<file path="src/include/ccy_pkg.sv">
// ccy_pkg: register map, field positions, reset values and codes for the
// yuv capture block; assumes a 32-bit apb slave and 8-bit byte addresses
package ccy_pkg;
    localparam int AW = 8;
    localparam logic [7:0] CTRL_OFS  = 8'h00;
    localparam logic [7:0] SUB_OFS   = 8'h04;
    localparam logic [7:0] HWIN_OFS  = 8'h08;
    localparam logic [7:0] VWIN_OFS  = 8'h0c;
    localparam logic [7:0] BASE_OFS  = 8'h10;
    localparam logic [7:0] PITCH_OFS = 8'h14;
    localparam logic [7:0] SHIFT_OFS = 8'h18;
    localparam logic [7:0] STAT_OFS  = 8'h1c;
    // control register bits
    localparam int WEN_BIT   = 0;
    localparam int PACK_BIT  = 1;
    localparam int FMT_LSB   = 2;
    localparam int ESYNC_BIT = 4;
    localparam int EDGE_BIT  = 5;
    localparam int DINV_BIT  = 6;
    localparam int SWAP_BIT  = 7;
    localparam int CMSB_BIT  = 8;
    localparam int RSZ_BIT   = 9;
    localparam int COMP_BIT  = 10;
    localparam int CTRL_W    = 11;
    // line shift register fields
    localparam int EVEN0_LSB = 0;
    localparam int ODD0_LSB  = 3;
    localparam int EVEN1_LSB = 6;
    localparam int ODD1_LSB  = 9;
    localparam int FOFS_LSB  = 12;
    localparam int FINV_BIT  = 14;
    localparam int SHIFT_W   = 15;
    // reset values
    localparam logic [CTRL_W-1:0]  CTRL_RST  = 11'h000;
    localparam logic [7:0]         SUB_RST   = 8'h00;
    localparam logic [31:0]        HWIN_RST  = 32'h0000_0000;
    localparam logic [31:0]        VWIN_RST  = 32'h0000_0000;
    localparam logic [31:0]        BASE_RST  = 32'h0000_0000;
    localparam logic [15:0]        PITCH_RST = 16'h0000;
    localparam logic [SHIFT_W-1:0] SHIFT_RST = 15'h0000;
    // input format codes
    localparam logic [1:0] FMT_YUV16 = 2'h1;
    localparam logic [1:0] FMT_YUV8  = 2'h2;
    // embedded timing code and word address step
    localparam logic [7:0] CODE_FF = 8'hff;
    localparam logic [7:0] CODE_00 = 8'h00;
    localparam int F_BIT = 6;
    localparam int V_BIT = 5;
    localparam int H_BIT = 4;
    localparam logic [31:0] WORD_STEP = 32'h0000_0004;
endpackage

</file>
<file path="src/verilog/ccy_sync_dec.sv">
// ccy_sync_dec: recovers blanking and field levels from timing codes
// ff 00 00 xy embedded in an 8-bit sample stream; runs on sample enables
`timescale 1ns/100ps
module ccy_sync_dec
    import ccy_pkg::*;
(
    input  wire logic       clk_i,
    input  wire logic       rst_n_i,
    input  wire logic       en_i,
    input  wire logic [7:0] byte_i,
    output logic            code_o,
    output logic            h_o,
    output logic            v_o,
    output logic            f_o
);
    typedef struct packed {
        logic [1:0] cnt;
        logic       h;
        logic       v;
        logic       f;
    } ccy_dec_t;

    ccy_dec_t s;
    ccy_dec_t n;

    always_comb begin
        n = s;
        if (en_i) begin
            case (s.cnt)
                2'h0: n.cnt = (byte_i == CODE_FF) ? 2'h1 : 2'h0;
                2'h1, 2'h2: begin
                    if (byte_i == CODE_00) begin
                        n.cnt = s.cnt + 2'h1;
                    end else begin
                        n.cnt = (byte_i == CODE_FF) ? 2'h1 : 2'h0;
                    end
                end
                default: begin
                    n.f   = byte_i[F_BIT];
                    n.v   = byte_i[V_BIT];
                    n.h   = byte_i[H_BIT];
                    n.cnt = 2'h0;
                end
            endcase
        end
    end

    always_ff @(posedge clk_i or negedge rst_n_i) begin
        if (!rst_n_i) begin
            s <= '0;
        end else begin
            s <= n;
        end
    end

    // a preamble byte is never taken as picture data
    assign code_o = en_i && (s.cnt != 2'h0 || byte_i == CODE_FF);
    assign h_o    = s.h;
    assign v_o    = s.v;
    assign f_o    = s.f;
endmodule

</file>
<file path="src/verilog/ccy_capture.sv">
// ccy_capture: yuv capture path with apb registers, pixel clock sampling,
// input formatting, luma offset, framing window and line address control.
// assumes pixel clock and pins are asynchronous and far slower than clk_i.
`timescale 1ns/100ps
module ccy_capture
    import ccy_pkg::*;
(
    input  wire logic          clk_i,
    input  wire logic          rst_n_i,
    input  wire logic          psel_i,
    input  wire logic          penable_i,
    input  wire logic          pwrite_i,
    input  wire logic [AW-1:0] paddr_i,
    input  wire logic [31:0]   pwdata_i,
    output logic               pready_o,
    output logic               pslverr_o,
    output logic [31:0]        prdata_o,
    input  wire logic          pix_clk_i,
    input  wire logic [15:0]   pix_data_i,
    input  wire logic          hsync_i,
    input  wire logic          vsync_i,
    input  wire logic          field_i,
    output logic               wr_valid_o,
    output logic [31:0]        wr_addr_o,
    output logic [31:0]        wr_data_o,
    output logic               rsz_valid_o,
    output logic [15:0]        rsz_data_o,
    output logic               horizontal_sync_o,
    output logic               vertical_sync_o,
    output logic               field_o
);
    typedef struct packed {
        logic [2:0]         ck;
        logic [15:0]        d1;
        logic [15:0]        d2;
        logic [2:0]         p1;
        logic [2:0]         p2;
        logic [CTRL_W-1:0]  ctrl;
        logic [7:0]         sub;
        logic [31:0]        hwin;
        logic [31:0]        vwin;
        logic [31:0]        base;
        logic [15:0]        pitch;
        logic [SHIFT_W-1:0] shift;
        logic               rdy;
        logic               err;
        logic [31:0]        rdata;
        logic               hp;
        logic               vp;
        logic               fld;
        logic               pty;
        logic               ph;
        logic [15:0]        hcnt;
        logic [15:0]        vcnt;
        logic [31:0]        laddr;
        logic [31:0]        woff;
        logic [1:0]         lane;
        logic [31:0]        acc;
        logic               wv;
        logic [31:0]        wa;
        logic [31:0]        wd;
        logic               rv;
        logic [15:0]        rd;
        logic               hs;
        logic               vs;
        logic               fo;
    } ccy_st_t;

    ccy_st_t s;
    ccy_st_t n;

    // subtract with optional clip at zero
    function automatic logic [7:0] luma_sub(
        input logic [7:0] v,
        input logic [7:0] k,
        input logic       sat
    );
        logic [8:0] d;
        d = {1'b0, v} - {1'b0, k};
        luma_sub = (sat && d[8]) ? 8'h00 : d[7:0];
    endfunction

    // signed line offset: pitch times (code[1:0]+1), negative if code[2]
    function automatic logic [31:0] pitch_mul(
        input logic [15:0] p,
        input logic [2:0]  c
    );
        logic [31:0] m;
        m = 32'({16'h0000, p} * {30'h0, c[1:0]} + {16'h0000, p});
        pitch_mul = c[2] ? 32'(-m) : m;
    endfunction

    function automatic logic mapped(input logic [AW-1:0] a);
        mapped = a == CTRL_OFS || a == SUB_OFS || a == HWIN_OFS
              || a == VWIN_OFS || a == BASE_OFS || a == PITCH_OFS
              || a == SHIFT_OFS || a == STAT_OFS;
    endfunction

    // insert a byte or half word at the current lane
    function automatic logic [31:0] put(
        input logic [31:0] a,
        input logic [1:0]  ln,
        input logic        bm,
        input logic [15:0] u
    );
        logic [31:0] r;
        r = a;
        if (bm) begin
            r[ln*8 +: 8] = u[7:0];
        end else begin
            r[ln[1]*16 +: 16] = u;
        end
        put = r;
    endfunction

    logic        pix_en;
    logic [1:0]  fmt;
    logic        es;
    logic        yuv;
    logic        wide;
    logic [15:0] din;
    logic [15:0] dsw;
    logic [7:0]  yo;
    logic [7:0]  cval;
    logic [7:0]  s8;
    logic [15:0] unit;
    logic        bmode;
    logic        code;
    logic        dh;
    logic        dv;
    logic        df;
    logic        hb;
    logic        vb;
    logic        fi;
    logic        active;
    logic        lwin;
    logic        in_win;
    logic        full;
    logic [31:0] accm;
    logic [2:0]  stepc;
    logic [31:0] rdmux;

    assign pix_en = (s.ck[2] != s.ck[1])
                  && (s.ck[1] != s.ctrl[EDGE_BIT]);
    assign fmt  = s.ctrl[FMT_LSB +: 2];
    assign es   = s.ctrl[ESYNC_BIT];
    assign yuv  = fmt == FMT_YUV16 || fmt == FMT_YUV8 || es;
    assign wide = fmt == FMT_YUV16 && !es;
    assign din  = s.d2 ^ {16{s.ctrl[DINV_BIT]}};
    // with swap the upper half feeds the 8-bit path
    assign dsw  = s.ctrl[SWAP_BIT] ? {din[7:0], din[15:8]} : din;
    // clip only in 16-bit mode
    assign yo   = luma_sub(wide ? dsw[15:8] : dsw[7:0], s.sub,
                           wide);
    assign cval = (wide ? dsw[7:0] : dsw[7:0])
                ^ {s.ctrl[CMSB_BIT], 7'h00};
    // 8-bit stream order is cb y cr y, chroma first after each line
    assign s8   = s.ph ? yo : cval;
    assign unit = wide ? {yo, cval} : {8'h00, s8};
    assign bmode = s.ctrl[PACK_BIT] && (!wide || s.ctrl[COMP_BIT]);

    ccy_sync_dec u_dec (
        .clk_i   (clk_i),
        .rst_n_i (rst_n_i),
        .en_i    (pix_en && es),
        .byte_i  (dsw[7:0]),
        .code_o  (code),
        .h_o     (dh),
        .v_o     (dv),
        .f_o     (df)
    );

    assign hb     = es ? dh : s.p2[2];
    assign vb     = es ? dv : s.p2[1];
    assign fi     = es ? df : s.p2[0];
    assign active = !hb && !vb && !code;
    assign lwin   = s.vcnt >= s.vwin[15:0]
                  && {1'b0, s.vcnt}
                     < {1'b0, s.vwin[15:0]} + {1'b0, s.vwin[31:16]};
    assign in_win = lwin && s.hcnt >= s.hwin[15:0]
                  && {1'b0, s.hcnt}
                     < {1'b0, s.hwin[15:0]} + {1'b0, s.hwin[31:16]};
    assign accm = put(s.acc, s.lane, bmode, unit);
    assign full = bmode ? s.lane == 2'h3 : s.lane[1];

    // step chosen by latched field id and line parity
    always_comb begin
        case ({s.fld ^ s.shift[FINV_BIT], s.pty})
            2'b00:   stepc = s.shift[EVEN0_LSB +: 3];
            2'b01:   stepc = s.shift[ODD0_LSB +: 3];
            2'b10:   stepc = s.shift[EVEN1_LSB +: 3];
            default: stepc = s.shift[ODD1_LSB +: 3];
        endcase
    end

    always_comb begin
        case (paddr_i)
            CTRL_OFS:  rdmux = {21'h0, s.ctrl};
            SUB_OFS:   rdmux = {24'h0, s.sub};
            HWIN_OFS:  rdmux = s.hwin;
            VWIN_OFS:  rdmux = s.vwin;
            BASE_OFS:  rdmux = s.base;
            PITCH_OFS: rdmux = {16'h0, s.pitch};
            SHIFT_OFS: rdmux = {17'h0, s.shift};
            STAT_OFS:  rdmux = {12'h0, vb, hb, yuv, s.fld, s.vcnt};
            default:   rdmux = 32'h0000_0000;
        endcase
    end

    always_comb begin
        n    = s;
        n.ck = {s.ck[1:0], pix_clk_i};
        n.d1 = pix_data_i;
        n.d2 = s.d1;
        n.p1 = {hsync_i, vsync_i, field_i};
        n.p2 = s.p1;
        n.wv = 1'b0;
        n.rv = 1'b0;
        n.hs = yuv && hb;
        n.vs = yuv && vb;
        n.fo = yuv && fi;
        // one wait state: pready rises in the second access cycle
        if (psel_i && penable_i && !s.rdy) begin
            n.rdy   = 1'b1;
            n.err   = !mapped(paddr_i);
            n.rdata = rdmux;
        end else begin
            n.rdy = 1'b0;
            n.err = 1'b0;
        end
        if (psel_i && penable_i && s.rdy && pwrite_i) begin
            case (paddr_i)
                CTRL_OFS:  n.ctrl  = pwdata_i[CTRL_W-1:0];
                SUB_OFS:   n.sub   = pwdata_i[7:0];
                HWIN_OFS:  n.hwin  = pwdata_i;
                VWIN_OFS:  n.vwin  = pwdata_i;
                BASE_OFS:  n.base  = pwdata_i;
                PITCH_OFS: n.pitch = pwdata_i[15:0];
                SHIFT_OFS: n.shift = pwdata_i[SHIFT_W-1:0];
                default:   n.ctrl  = s.ctrl;
            endcase
        end
        if (pix_en && yuv) begin
            n.hp = hb;
            n.vp = vb;
            if (s.vp && !vb) begin
                n.vcnt  = 16'h0000;
                n.fld   = fi;
                n.pty   = 1'b0;
                n.woff  = 32'h0000_0000;
                n.lane  = 2'h0;
                // field 1 starts shifted forward by the field line shift; with FINV_BIT set, field 0 starts shifted backward
                n.laddr = s.base + ((fi ^ s.shift[FINV_BIT])
                    ? pitch_mul(s.pitch, {s.shift[FINV_BIT],
                                          s.shift[FOFS_LSB +: 2]})
                    : 32'h0000_0000);
            end else if (hb && !s.hp) begin
                n.hcnt = 16'h0000;
                n.ph   = 1'b0;
                n.lane = 2'h0;
                if (!vb) begin
                    n.vcnt = s.vcnt + 16'h0001;
                    if (lwin) begin
                        n.laddr = s.laddr
                                + pitch_mul(s.pitch, stepc);
                        n.pty   = ~s.pty;
                        n.woff  = 32'h0000_0000;
                    end
                end
            end
            if (active) begin
                n.hcnt = s.hcnt + 16'h0001;
                n.ph   = ~s.ph;
                if (in_win) begin
                    n.rv  = s.ctrl[RSZ_BIT];
                    n.rd  = unit;
                    n.acc = accm;
                    if (full) begin
                        n.wv   = s.ctrl[WEN_BIT];
                        n.wa   = s.laddr + s.woff;
                        n.wd   = accm;
                        n.woff = s.woff + WORD_STEP;
                        n.lane = 2'h0;
                        n.acc  = 32'h0000_0000;
                    end else begin
                        n.lane = bmode ? s.lane + 2'h1
                                       : s.lane + 2'h2;
                    end
                end
            end
        end
    end

    always_ff @(posedge clk_i or negedge rst_n_i) begin
        if (!rst_n_i) begin
            s       <= '0;
            s.ctrl  <= CTRL_RST;
            s.sub   <= SUB_RST;
            s.hwin  <= HWIN_RST;
            s.vwin  <= VWIN_RST;
            s.base  <= BASE_RST;
            s.pitch <= PITCH_RST;
            s.shift <= SHIFT_RST;
        end else begin
            s <= n;
        end
    end

    assign pready_o          = s.rdy;
    assign pslverr_o         = s.err;
    assign prdata_o          = s.rdata;
    assign wr_valid_o        = s.wv;
    assign wr_addr_o         = s.wa;
    assign wr_data_o         = s.wd;
    assign rsz_valid_o       = s.rv;
    assign rsz_data_o        = s.rd;
    assign horizontal_sync_o = s.hs;
    assign vertical_sync_o   = s.vs;
    assign field_o           = s.fo;
endmodule

</file>
<file path="config.mk">
export PLATFORM = sky130hd
export DESIGN_NAME = ccy_capture
export DESIGN_NICKNAME = d
export VERILOG_FILES = /design/src/include/ccy_pkg.sv /design/src/verilog/ccy_sync_dec.sv /design/src/verilog/ccy_capture.sv
export SDC_FILE = /design/constraint.sdc
export NUM_CORES = 1
export LEC_CHECK = 0
export BUFFER_PORTS_ARGS = -buffer_cell sky130_fd_sc_hd__buf_2
export CORE_MARGIN = 2
export CORE_UTILIZATION = 51
export CTS_BUF_LIST = sky130_fd_sc_hd__clkbuf_8
export CTS_CLUSTER_SIZE = 14
export DETAILED_ROUTE_END_ITERATION = 6
export HOLD_SLACK_MARGIN = 0.08
export PLACE_DENSITY = 0.69
export REMOVE_ABC_BUFFERS = 1
export SYNTH_ARGS = -nofsm -noshare
export SYNTH_HDL_FRONTEND = slang
export SYNTH_HIERARCHICAL = 1
export SYNTH_SLANG_ARGS = --single-unit
</file>
<file path="constraint.sdc">
create_clock -name clk_i -period 9.85 [get_ports clk_i]
set_clock_uncertainty 0.15 [all_clocks]
set_input_delay 0 -clock clk_i [delete_from_list [all_inputs] [get_ports clk_i]]
set_output_delay 0 -clock clk_i [all_outputs]
set_load 0.005 [all_outputs]
</file>
* Word level (Yosys, flattened, before mapping) *
Index checks and enable logic that the tools add are counted.

word-level totals
  register bits = 446
  bits of input ports = 65
  output and inout bits = 119
  word-level logic and storage cells = 193

cells by class
  $add $sub $neg = 18
  $mul = 2
  order comparisons = 4
  eq/ne operators = 19
  shift operators = 4
  multiplexer cells = 37
  bitwise operators = 7
  reduce and logical (&&, ||, !) cells = 64

operators with widths
  cell                                                                       count
  148-bit 2-to-1 mux                                                         2
  32-bit case mux with 8 select lines                                        1
  82-bit 2-to-1 mux                                                          2
  32-bit 2-to-1 mux                                                          5
  100-bit 2-to-1 mux                                                         1
  97-bit 2-to-1 mux                                                          1
  32-bit adder                                                               3
  80-bit 2-to-1 mux                                                          1
  5-bit negator with 34-bit output                                           2
  32-bit bitwise mux                                                         2
  64-bit 2-to-1 mux                                                          1
  19-bit negator with 32-bit output                                          2
  18-bit by 16-bit adder with 19-bit output                                  2
  16-bit by 2-bit multiplier with 18-bit output                              2
  16-bit by 16-bit adder with 17-bit output                                  2
  16-bit by 17-bit less-than comparator with 1-bit output                    2
  17-bit 2-to-1 mux                                                          2
  16-bit by 34-bit variable shift with 32-bit output (first input constant)  1
  8-bit by 34-bit variable shift with 32-bit output (first input constant)   1
  16-bit by 34-bit indexed part select with 32-bit output                    1
  8-bit by 34-bit indexed part select with 32-bit output                     1
  16-bit by 1-bit adder with 16-bit output (second input constant)           2
  32-bit by 3-bit adder with 32-bit output (second input constant)           1
  8-bit by 5-bit equality test with 1-bit output (second input constant)     4
  33 further kinds                                                           111

* Longest topological paths before layout *
Gate-level depths: netlist (run 1).

  depth in word-level cells = 16
  mapped depth = 30
  mapped depth without buffers = 28

* Cells and area by module *
Netlist (run 1), hierarchy kept.

by module, submodules not included
  module        times used  cells an instance  area each (um2)  seq. area each (um2)
  ccy_capture   1           3365               31049.8          11035.6
  ccy_sync_dec  1           26                 281.5            125.1

* Worst setup path after synthesis (run 1) *
No wires, ideal clock.

  path type = register to register
  start point = register s[268] (netlist name)
  end point = register s[182] (netlist name)
  library setup time = 0.141 ns
  arrival = 6.764 ns
  data required time = 9.559 ns
  slack = 2.794 ns
  cell stages (with the launch flop) = 30
  buffers on the path = 1
  period minus slack after synthesis = 7.056 ns
  cells stage by stage = dfrtp_1 -> buf_6 -> xnor2_2 -> mux4_2 -> and2_1 -> fa_1 -> ha_1 -> inv_1 -> fa_1 -> nand2b_1 -> a21oi_2 -> o41a_1 -> a211oi_1 -> or2_2 -> or3_1 -> nor3_1 -> nand3_1 -> o21ai_1 -> nand2_1 -> ha_1 -> and3_1 -> and3_1 -> nor2b_1 -> o21a_1 -> a21boi_1 -> o31ai_1 -> nor4bb_1 -> and3_2 -> a2111oi_2 -> o221ai_2

on the way
  word-level cells in the longest chain between the ends = 12
  elaborated cells between the ends (all ways) = 18
  those cells by class = add/sub: 4; mul: 1; eq/ne: 2; mux: 8; bitwise: 2; reduce/logical: 1

RTL lines
  item                                           line                RTL
  start, declared                                ccy_capture.sv:69   ccy_st_t s;
  start signal, assigned                         ccy_capture.sv:305  s <= n;
  1-bit XOR                                      ccy_capture.sv:188  case ({s.fld ^ s.shift[FINV_BIT], s.pty})
  2-bit equality test (tied with other cells)    ccy_capture.sv:188
  3-bit case mux with 3 select lines             ccy_capture.sv:188
  16-bit by 2-bit multiplier with 18-bit output  ccy_capture.sv:89   m = 32'({16'h0000, p} * {30'h0, c[1:0]} + {16'h0000, p});
  18-bit by 16-bit adder with 19-bit output      ccy_capture.sv:89
  19-bit negator with 32-bit output              ccy_capture.sv:90   pitch_mul = c[2] ? 32'(-m) : m;
  32-bit 2-to-1 mux                              ccy_capture.sv:90
  32-bit adder                                   ccy_capture.sv:265  + pitch_mul(s.pitch, stepc);
  64-bit 2-to-1 mux                              ccy_capture.sv:263  if (lwin) begin
  80-bit 2-to-1 mux                              ccy_capture.sv:261  if (!vb) begin
  100-bit 2-to-1 mux                             ccy_capture.sv:257  end else if (hb && !s.hp) begin
  82-bit 2-to-1 mux *                            ccy_capture.sv:246  if (s.vp && !vb) begin

Mark *: on every way between the ends. The rest lies on a longest branch, timed or not. The select of a mux whose other input is x is not followed.
A chain may end at the register's enable or synchronous reset.

* Worst setup path in the final report (run 1) *
Ends and elaborated chain as after synthesis.

==> reports/metrics.cfg, run 1 <==
[synth]
synth.most_common_cell=dfrtp_1
synth_common_cells=446 x dfrtp_1, 351 x nand2_1, 284 x nor2_1, 244 x ha_1, 206 x o21ai_0
yosys-top-cells-area=dfrtp_1 36%, ha_1 9.7%, mux2_2 4.4%
synth_top_area_share_pct=35.6
ys.flop_type=dfrtp_1
netlist-cell-type-count=107
syn_area_sq_um=31300
synth_seq_cells=446
synth_edf_count=0
yosys.area.top_type=dfrtp_1
syn_area_per_cell_sq_um=9.24
async_flop_share_pct=100
yosysSeqAreaShare_pct=35.6
netlist_instances=3391
ys_warn_count=6

[sta]
slew_headroom_pct=12.0
setup_tns_ns=0
final_max_slew_viol_count=0
worst_pin_slew_ns=1.31
hold_violations=0
min_period_over_period_pct=84.1
setup_viol=0
layout_setup_ws_ns=1.57
fmax_mhz=121
rsz0062_at_grt=no
min_period_ns=8.28

[floorplanning]
die_x_um=252
num_rows=90
core_area_sq_um=60600
die_h_um=252
io_pins=184
start_util_pct=51.7
die_area_sq_um=63400

[cts]
tritoncts=done
cts_root_buffer=clkbuf_8
cts_sinks=446
worstSkewPairLatency_ns=0.72
numCtsBuffers=80
htree_levels=3
path_clk_slew_ns=0.07
clockBufferDepth=3
cts_resized=0

[power]
power_density_nw_per_um2=115
leakage_nw=17.4
ir_drop_v=0.0000998

[cells_and_area]
multi_input_area_sq_um=18200
finalNetCount=3919
regArea_sq_um=11200
drive_above_1_share_pct=14.4
nFillCells=5387
syn_to_final_growth_pct=12.1

[detailed_routing]
drtIter0Drc=2159
vias_per_cell=5.95
drt.antenna.violating_nets=0
drc_errors=1
wl_mm=89.2
post_drt_wl_per_cell_um=20.2
first_pass_iters=7
vias=26300

[outcome]
violations=DRC
outcome=finished, violations left

[setup_path]
critical_path_class=flip-flop to flip-flop
cpMaxStageDelayCell=mux4_2
slowest_delay_ns=0.77
crit_path_start_kind=flip-flop
worstSetupEndpointType=flip-flop
crit_arrival_ns=8.69
crit_fanout=18
cp.required_ns=10.25

[grt]
grt_max_degree=148
grt_pass1_wl_mm=142
grt-ovfl-total=0
grt_util_all_layers_pct=28.2
grt_antenna_before_repair=3
first_global_vias=25400

[placement]
port_buffers=183
gp_congestion=0.950
pre_cts_slack_ns=1.68
dp_hpwl_mm=65.1

[min_path]
hold_class=flip-flop to flip-flop

[flow_run]
drv_cap=0

==> report_power, final <==
part / leakage (nW) / switching, mW / total [mW] / internal [mW]
clock network: 0.979 / 0.825 / 1.82 / 0.992
registers: 5.79 / 0.0270 / 1.89 / 1.87
logic: 10.6 / 0.200 / 0.341 / 0.140
==> registers in the layout, indices dropped and copies added, names as in the netlist, 2 cells and up <==
signal,flops
wr_addr_o,32
s,298
fmt,2
prdata_o,32
wr_data_o,32
n,21
u_dec/s,2
rsz_data_o,16
==> per-stage QoR <==
step	hold slack, ns	instances	power (mW)	utilization, %	area (sq um)
after floorplan	-0.446	3153	2.08	-	29900
after global placement	-0.0443	4146	2.22	53.1	32200
after detailed placement	-0.0458	4146	2.22	53.1	32200
after CTS	0.127	4416	4.08	58.0	35100
after global routing	0.207	4417	4.21	58.0	35100
final	0.198	4419	4.05	58.0	35100
==> layer usage <==
| layer | share of wire, % | up-vias | global-route usage (%) |
|---|---|---|---|
| met5 | 0.015 | - | 0 |
| met4 | 3.3 | 2 | 10.8 |
| met3 | 6.6 | 169 | 4.10 |
| met2 | 47 | 887 | 46.0 |
| met1 | 44 | 12800 | 38.2 |
| li1 | - | 12500 | - |
==> logic make-up after synthesis <==
family | count (synthesis) | share of synthesized area, %
flops | 446 | 35.6
xor+xnor | 203 | 5.77
fa+ha+maj | 282 | 12.2
simple gates | 982 | 14.4
compound gates | 875 | 19.2
buf+inv | 429 | 6.71
mux | 174 | 6.17
==> cell type report <==
type                    count  share of cell area (%)
clock buffers             102                    4.00
flip-flops and latches    446                    31.8
multi-input cells        2516                    51.7
well taps                 782                    2.79
inverters                 191                    2.04
diodes                      3                  0.0214
clock inverters            42                   0.794
repair buffers            337                    6.91
==> cells in the final DEF, fill, tap and decap left out, types with 16 or more instances in the layout <==
cell type | Yosys | layout
xor2_1 | 91 | 91
a221oi_1 | 65 | 65
nand2_1 | 351 | 351
ha_1 | 244 | 244
mux2i_1 | 48 | 48
dlygate4sd3_1 | 0 | 125
nand3_1 | 62 | 61
nand2b_1 | 29 | 29
o21bai_1 | 16 | 16
or3_1 | 23 | 23
a31oi_1 | 54 | 53
xnor2_1 | 108 | 108
buf_4 | 116 | 27
o31ai_1 | 28 | 28
and3_1 | 47 | 46
o21a_1 | 34 | 34
fa_1 | 38 | 38
a22oi_1 | 35 | 35
nand4_1 | 26 | 26
o21ai_1 | 21 | 21
dfrtp_1 | 446 | 446
a22o_1 | 41 | 41
a21oi_1 | 139 | 139
buf_2 | 21 | 182
clkbuf_8 | 0 | 102
nor2_1 | 284 | 279
mux2_2 | 123 | 123
nor2b_1 | 25 | 25
and2_1 | 22 | 22
inv_1 | 191 | 223
nor3_1 | 51 | 46
a21o_1 | 77 | 77
o21ai_0 | 206 | 206
==> path summary, 6_finish.rpt <==
path | start | endpoint | slack (ns) | depth (start not counted)
max in group asynchronous | rst_n_i | s[211] | 7.60 | 5
worst max register to register | s[268] | s[182] | 1.57 | 28
worst min register to register | n[415] | s[415] | 0.20 | 0
worst min-delay path | n[415] | s[415] | 0.20 | 0
worst max-delay path | s[268] | s[182] | 1.57 | 28
min in group asynchronous | rst_n_i | wr_data_o[20] | 0.38 | 4
==> critical path: cells and delay by family, from the launching register on <==
kind,cells,cell delay [ns]
multiplexers,1,0.77
buffers and inverters,1,0.06
adder cells (fa/ha/maj),4,1.45
XOR/XNOR,1,0.29
AO/OA/AOI/OAI,9,2.30
AND/OR/NAND/NOR,12,2.59
flip-flops,1,0.50
==> repair_timing <==
item / in CTS / in global routing
hold buffers: 126 / 0
endpoints found under the hold margin: 403 / 0
setup buffers: 0 / 0
(Power assumes the default switching activity.)
==> run 2, diff against run 1 <==
clock period = 8 ns   (was 9.85 ns; I/O delays follow)
==> reports/metrics.cfg, run 2 (synthesis results as in run 1) <==
[cts]
worstSkewPairLatency_ns=0.71
path_clk_slew_ns=0.07
htree_levels=3
numCtsBuffers=81
tritoncts=done
clockBufferDepth=3
cts_root_buffer=clkbuf_8
cts_sinks=446

[grt]
grt_max_degree=99
grt_util_all_layers_pct=28.2
grt_antenna_before_repair=6
grt_pass1_wl_mm=141
first_global_vias=25700
grt-ovfl-total=0

[setup_path]
r2r_start=s[268]
cp.required_ns=8.41
critPathLaunch=s[268]
slowest_delay_ns=0.58
critical_path_class=flip-flop to flip-flop
worstSetupEndpointType=flip-flop
crit_path_start_kind=flip-flop
cpMaxStageDelayCell=mux4_2
crit_arrival_ns=7.91
crit_fanout=9

[cells_and_area]
largest_reg_flops=298
finalNetCount=3933
syn_to_final_growth_pct=12.4
final_common_cell=dfrtp_1
postLayoutCellArea_sq_um=35200
nFillCells=5405
layout_common_cells=445 x dfrtp_1, 351 x nand2_1, 279 x nor2_1
drive_above_1_share_pct=14.8
regMostFlops=s

[detailed_routing]
drc_errors=0
wl_mm=89.2
post_drt_wl_per_cell_um=20.1
vias_per_cell=5.94
first_pass_iters=6
vias=26300
drt.antenna.violating_nets=0
drtIter0Drc=2196

[sta]
slew_headroom_pct=8.70
setup_viol=0
min_period_over_period_pct=93.8
worst_pin_slew_ns=1.36
rsz0062_at_grt=no
min_period_ns=7.50
hold_violations=0
final_max_slew_viol_count=0
setup_tns_ns=0
fmax_mhz=133

[power]
leakage_nw=17.4
power_density_nw_per_um2=141
ir_drop_v=0.000117

[placement]
placed_area_sq_um=32200
port_buffers=183
dp_hpwl_mm=65.3
gp_congestion=0.945

[floorplanning]
die_h_um=252
die_x_um=252
start_util_pct=51.7
num_rows=90
die_area_sq_um=63400
core_area_sq_um=60600
io_pins=184

[min_path]
min-delay-start=paddr_i[2]
hold_class=primary input to flip-flop

[flow_run]
drv_cap=0

[outcome]
outcome=finished clean

## run 2: final timing paths
path,end,slack (ns),cells after the start
max,s[182],0.50,28
min,prdata_o[17],0.17,5
min reg2reg,s[420],0.19,0
min in group asynchronous,wr_data_o[16],0.47,4
max in group asynchronous,s[212],6.38,4
max reg2reg,s[182],0.50,28
## run 2: power breakdown
| group | switching (mW) | leakage [nW] | total, mW | internal [mW] |
|---|---|---|---|---|
| combinational | 0.250 | 10.7 | 0.424 | 0.174 |
| clock | 1.01 | 0.954 | 2.21 | 1.19 |
| sequential | 0.0319 | 5.79 | 2.33 | 2.30 |
| total | 1.29 | 17.4 | 4.96 | 3.67 |
## run 2: worst max-delay path, delay by kind of cell, from the launching register on
family	cells	cell delay, ns
and+or+nand+nor	12	2.46
xor gates and xnor gates	1	0.24
muxes	1	0.58
adders and majority gates	4	1.48
AOI/OAI and AO/OA	9	1.86
DFF	1	0.50
buffers and inverters	1	0.06
## run 2: stage by stage
stage / setup WS, ns / cells / utilization (%) / total power, mW / hold WS (ns)
final: 0.500 / 4430 / 58.1 / 4.96 / 0.169
after detailed placement: 0.307 / 4154 / 53.2 / 2.74 / -0.0407
after floorplan: 0.826 / 3153 / - / 2.56 / -0.446
after CTS: 0.252 / 4428 / 58.1 / 4.99 / 0.0825
after global routing: 0.0210 / 4430 / 58.1 / 5.15 / 0.171
after global placement: 0.472 / 4154 / 53.2 / 2.73 / -0.0420
## run 2: metal layers
metal  GRT usage [%]  wire, um  up-vias
met5               0        35        -
met3            4.25      6180      173
met4            11.8      3320        6
li1                -         -    12500
met1            38.0     38500    12800
met2            45.6     41100      893
## run 2: layout make-up
type / count / area, sq um / share of cell area (%)
diodes: 1 / 2.50 / 0.00710
flip-flops and latches: 446 / 11200 / 31.7
clock inverters: 41 / 235 / 0.668
inverters: 191 / 717 / 2.04
well taps: 782 / 978 / 2.78
clock buffers: 103 / 1420 / 4.02
repair buffers: 350 / 2530 / 7.20
multi-input cells: 2516 / 18200 / 51.6
## run 2: what timing repair did
item | CTS | global route
setup buffers | 0 | 1
hold buffers | 130 | 0
hold endpoints to repair | 321 | 0
resized for setup | 0 | 5
setup endpoints to repair | 0 | 2
==> run 3, diff against run 2 <==
TNS_END_PERCENT = 5   (was default)
clock period = 9.6 ns   (was 8 ns; I/O delays follow)
==> reports/metrics.cfg, run 3 (synthesis results as in run 1) <==
[power]
seq_power_share_pct=46.0
internal_power_mw=3.14
ir_drop_v=0.000114
switching_share_pct=25.7
power_frac_comb_pct=8.2
pwr-share-clk_pct=45.8
leakage_nw=17.4
p_total_mw=4.22
power_density_nw_per_um2=120
power_switching_mw=1.08

[sta]
setup_tns_ns=0
min_period_ns=8.31
setup_viol=0
hold_violations=0
fmax_mhz=120
whs_ns=0.119
worst_pin_slew_ns=1.21
min_period_over_period_pct=86.6
final_max_slew_viol_count=0
slew_headroom_pct=19.1
rsz0062_at_grt=no

[floorplanning]
start_util_pct=51.7
io_pins=184
die_area_sq_um=63400
core_area_sq_um=60600
die_h_um=252
num_rows=90
die_x_um=252

[detailed_routing]
vias=26100
wl_mm=89.4
drtIter0Drc=2007
post_drt_wl_per_cell_um=20.2
drc_errors=0
vias_per_cell=5.90
drt.antenna.violating_nets=0
first_pass_iters=7

[setup_path]
slowest_delay_ns=0.77
crit_arrival_ns=8.70
cpMaxStageDelayCell=mux4_2
crit_fanout=18
cp.required_ns=9.98
worstSetupEndpointType=flip-flop
cp_top_family=simple AND/OR/NAND/NOR gates
crit_path_start_kind=flip-flop
critical_path_class=flip-flop to flip-flop
crit_buf_inv=1

[placement]
placed_area_sq_um=32200
dp_hpwl_mm=65.1
gp_congestion=0.947
port_buffers=183
place_inst=4149

[cells_and_area]
postLayoutCellArea_sq_um=35200
fin_cells=4421
drive_above_1_share_pct=14.7
syn_to_final_growth_pct=12.2
regMostFlops=s
final_common_cell=dfrtp_1
nFillCells=5382
largest_reg_flops=298
layout_common_cells=446 x dfrtp_1, 351 x nand2_1, 279 x nor2_1
finalNetCount=3922

[grt]
grt_util_all_layers_pct=28.4
grt_pass1_wl_mm=142
first_global_vias=25700
grt_antenna_before_repair=4
grt-ovfl-total=0
grt_max_degree=95

[cts]
cts_root_buffer=clkbuf_8
numCtsBuffers=81
worstSkewPairLatency_ns=0.70
clockBufferDepth=3
htree_levels=3
cts_sinks=446
post_cts_buffers=0
path_clk_slew_ns=0.06
tritoncts=done

[flow_run]
drv_cap=0

[outcome]
outcome=finished clean

[min_path]
hold_class=primary input to flip-flop

## run 3: cell count changes in the layout (fill, tap and decap cells not counted), sizes merged
cell         change
buf              -6
bufinv           +4
clkbuf           -3
clkinv           +6
clkinvlp         -1
diode            +2
dlygate4sd3      -5
inv              -6
## run 3: power groups by stage
stage	Sequential [mW]	Clock, mW	Combinational, mW
finish	1.94	1.94	0.346
global route	1.94	2.07	0.385
CTS	1.94	1.97	0.346
detailed placement	1.97	0	0.304
global placement	1.97	0	0.301
floorplan	1.97	0	0.165
## run 3: tightest hold or removal path, stage by stage
cell and delay [ns]:
dlygate4sd3_1 0.54, buf_2 0.21, nand2_1 0.08, o21ai_0 0.07
## run 3: repair_timing
| item | CTS | global route |
|---|---|---|
| hold buffers | 125 | 0 |
| gates resized for setup | 0 | 0 |
| endpoints found under the hold margin | 379 | 0 |
## run 3: routing by layer
metal	vias up	global-route usage, %	routed length (um)
met5	-	0	0
met4	0	10.5	2990
met3	151	4.54	5460
met2	792	46.3	41600
met1	12700	38.2	39400
li1	12400	-	-
## run 3: final cells by class
class / count / area (sq um) / share of cell area [%]
Multi-Input combinational cell: 2516 / 18100 / 51.6
Sequential cell: 446 / 11200 / 31.7
Timing Repair Buffer: 339 / 2430 / 6.90
Clock buffer: 100 / 1380 / 3.91
Tap cell: 782 / 978 / 2.78
Inverter: 191 / 717 / 2.04
Clock inverter: 44 / 355 / 1.01
Antenna cell: 3 / 7.51 / 0.0213
## run 3: path summary, 6_finish.rpt
check	from	endpoint	slack, ns	depth (start not counted)
hold / removal	pwdata_i[5]	s[274]	0.12	4
max in group asynchronous	rst_n_i	s[373]	7.18	5
hold reg to reg	n[408]	s[408]	0.20	0
min in group asynchronous	rst_n_i	wr_data_o[20]	0.39	4
setup reg to reg	s[268]	s[182]	1.29	28
setup / recovery	s[268]	s[182]	1.29	28
## run 3: metrics by stage
step           setup slack, ns  util (%)
2_1_floorplan             2.43         -
3_3_place_gp              1.46      53.1
3_5_place_dp              1.37      53.1
4_1_cts                   1.31      58.0
5_1_grt                  0.808      58.0
6_report                  1.29      58.1
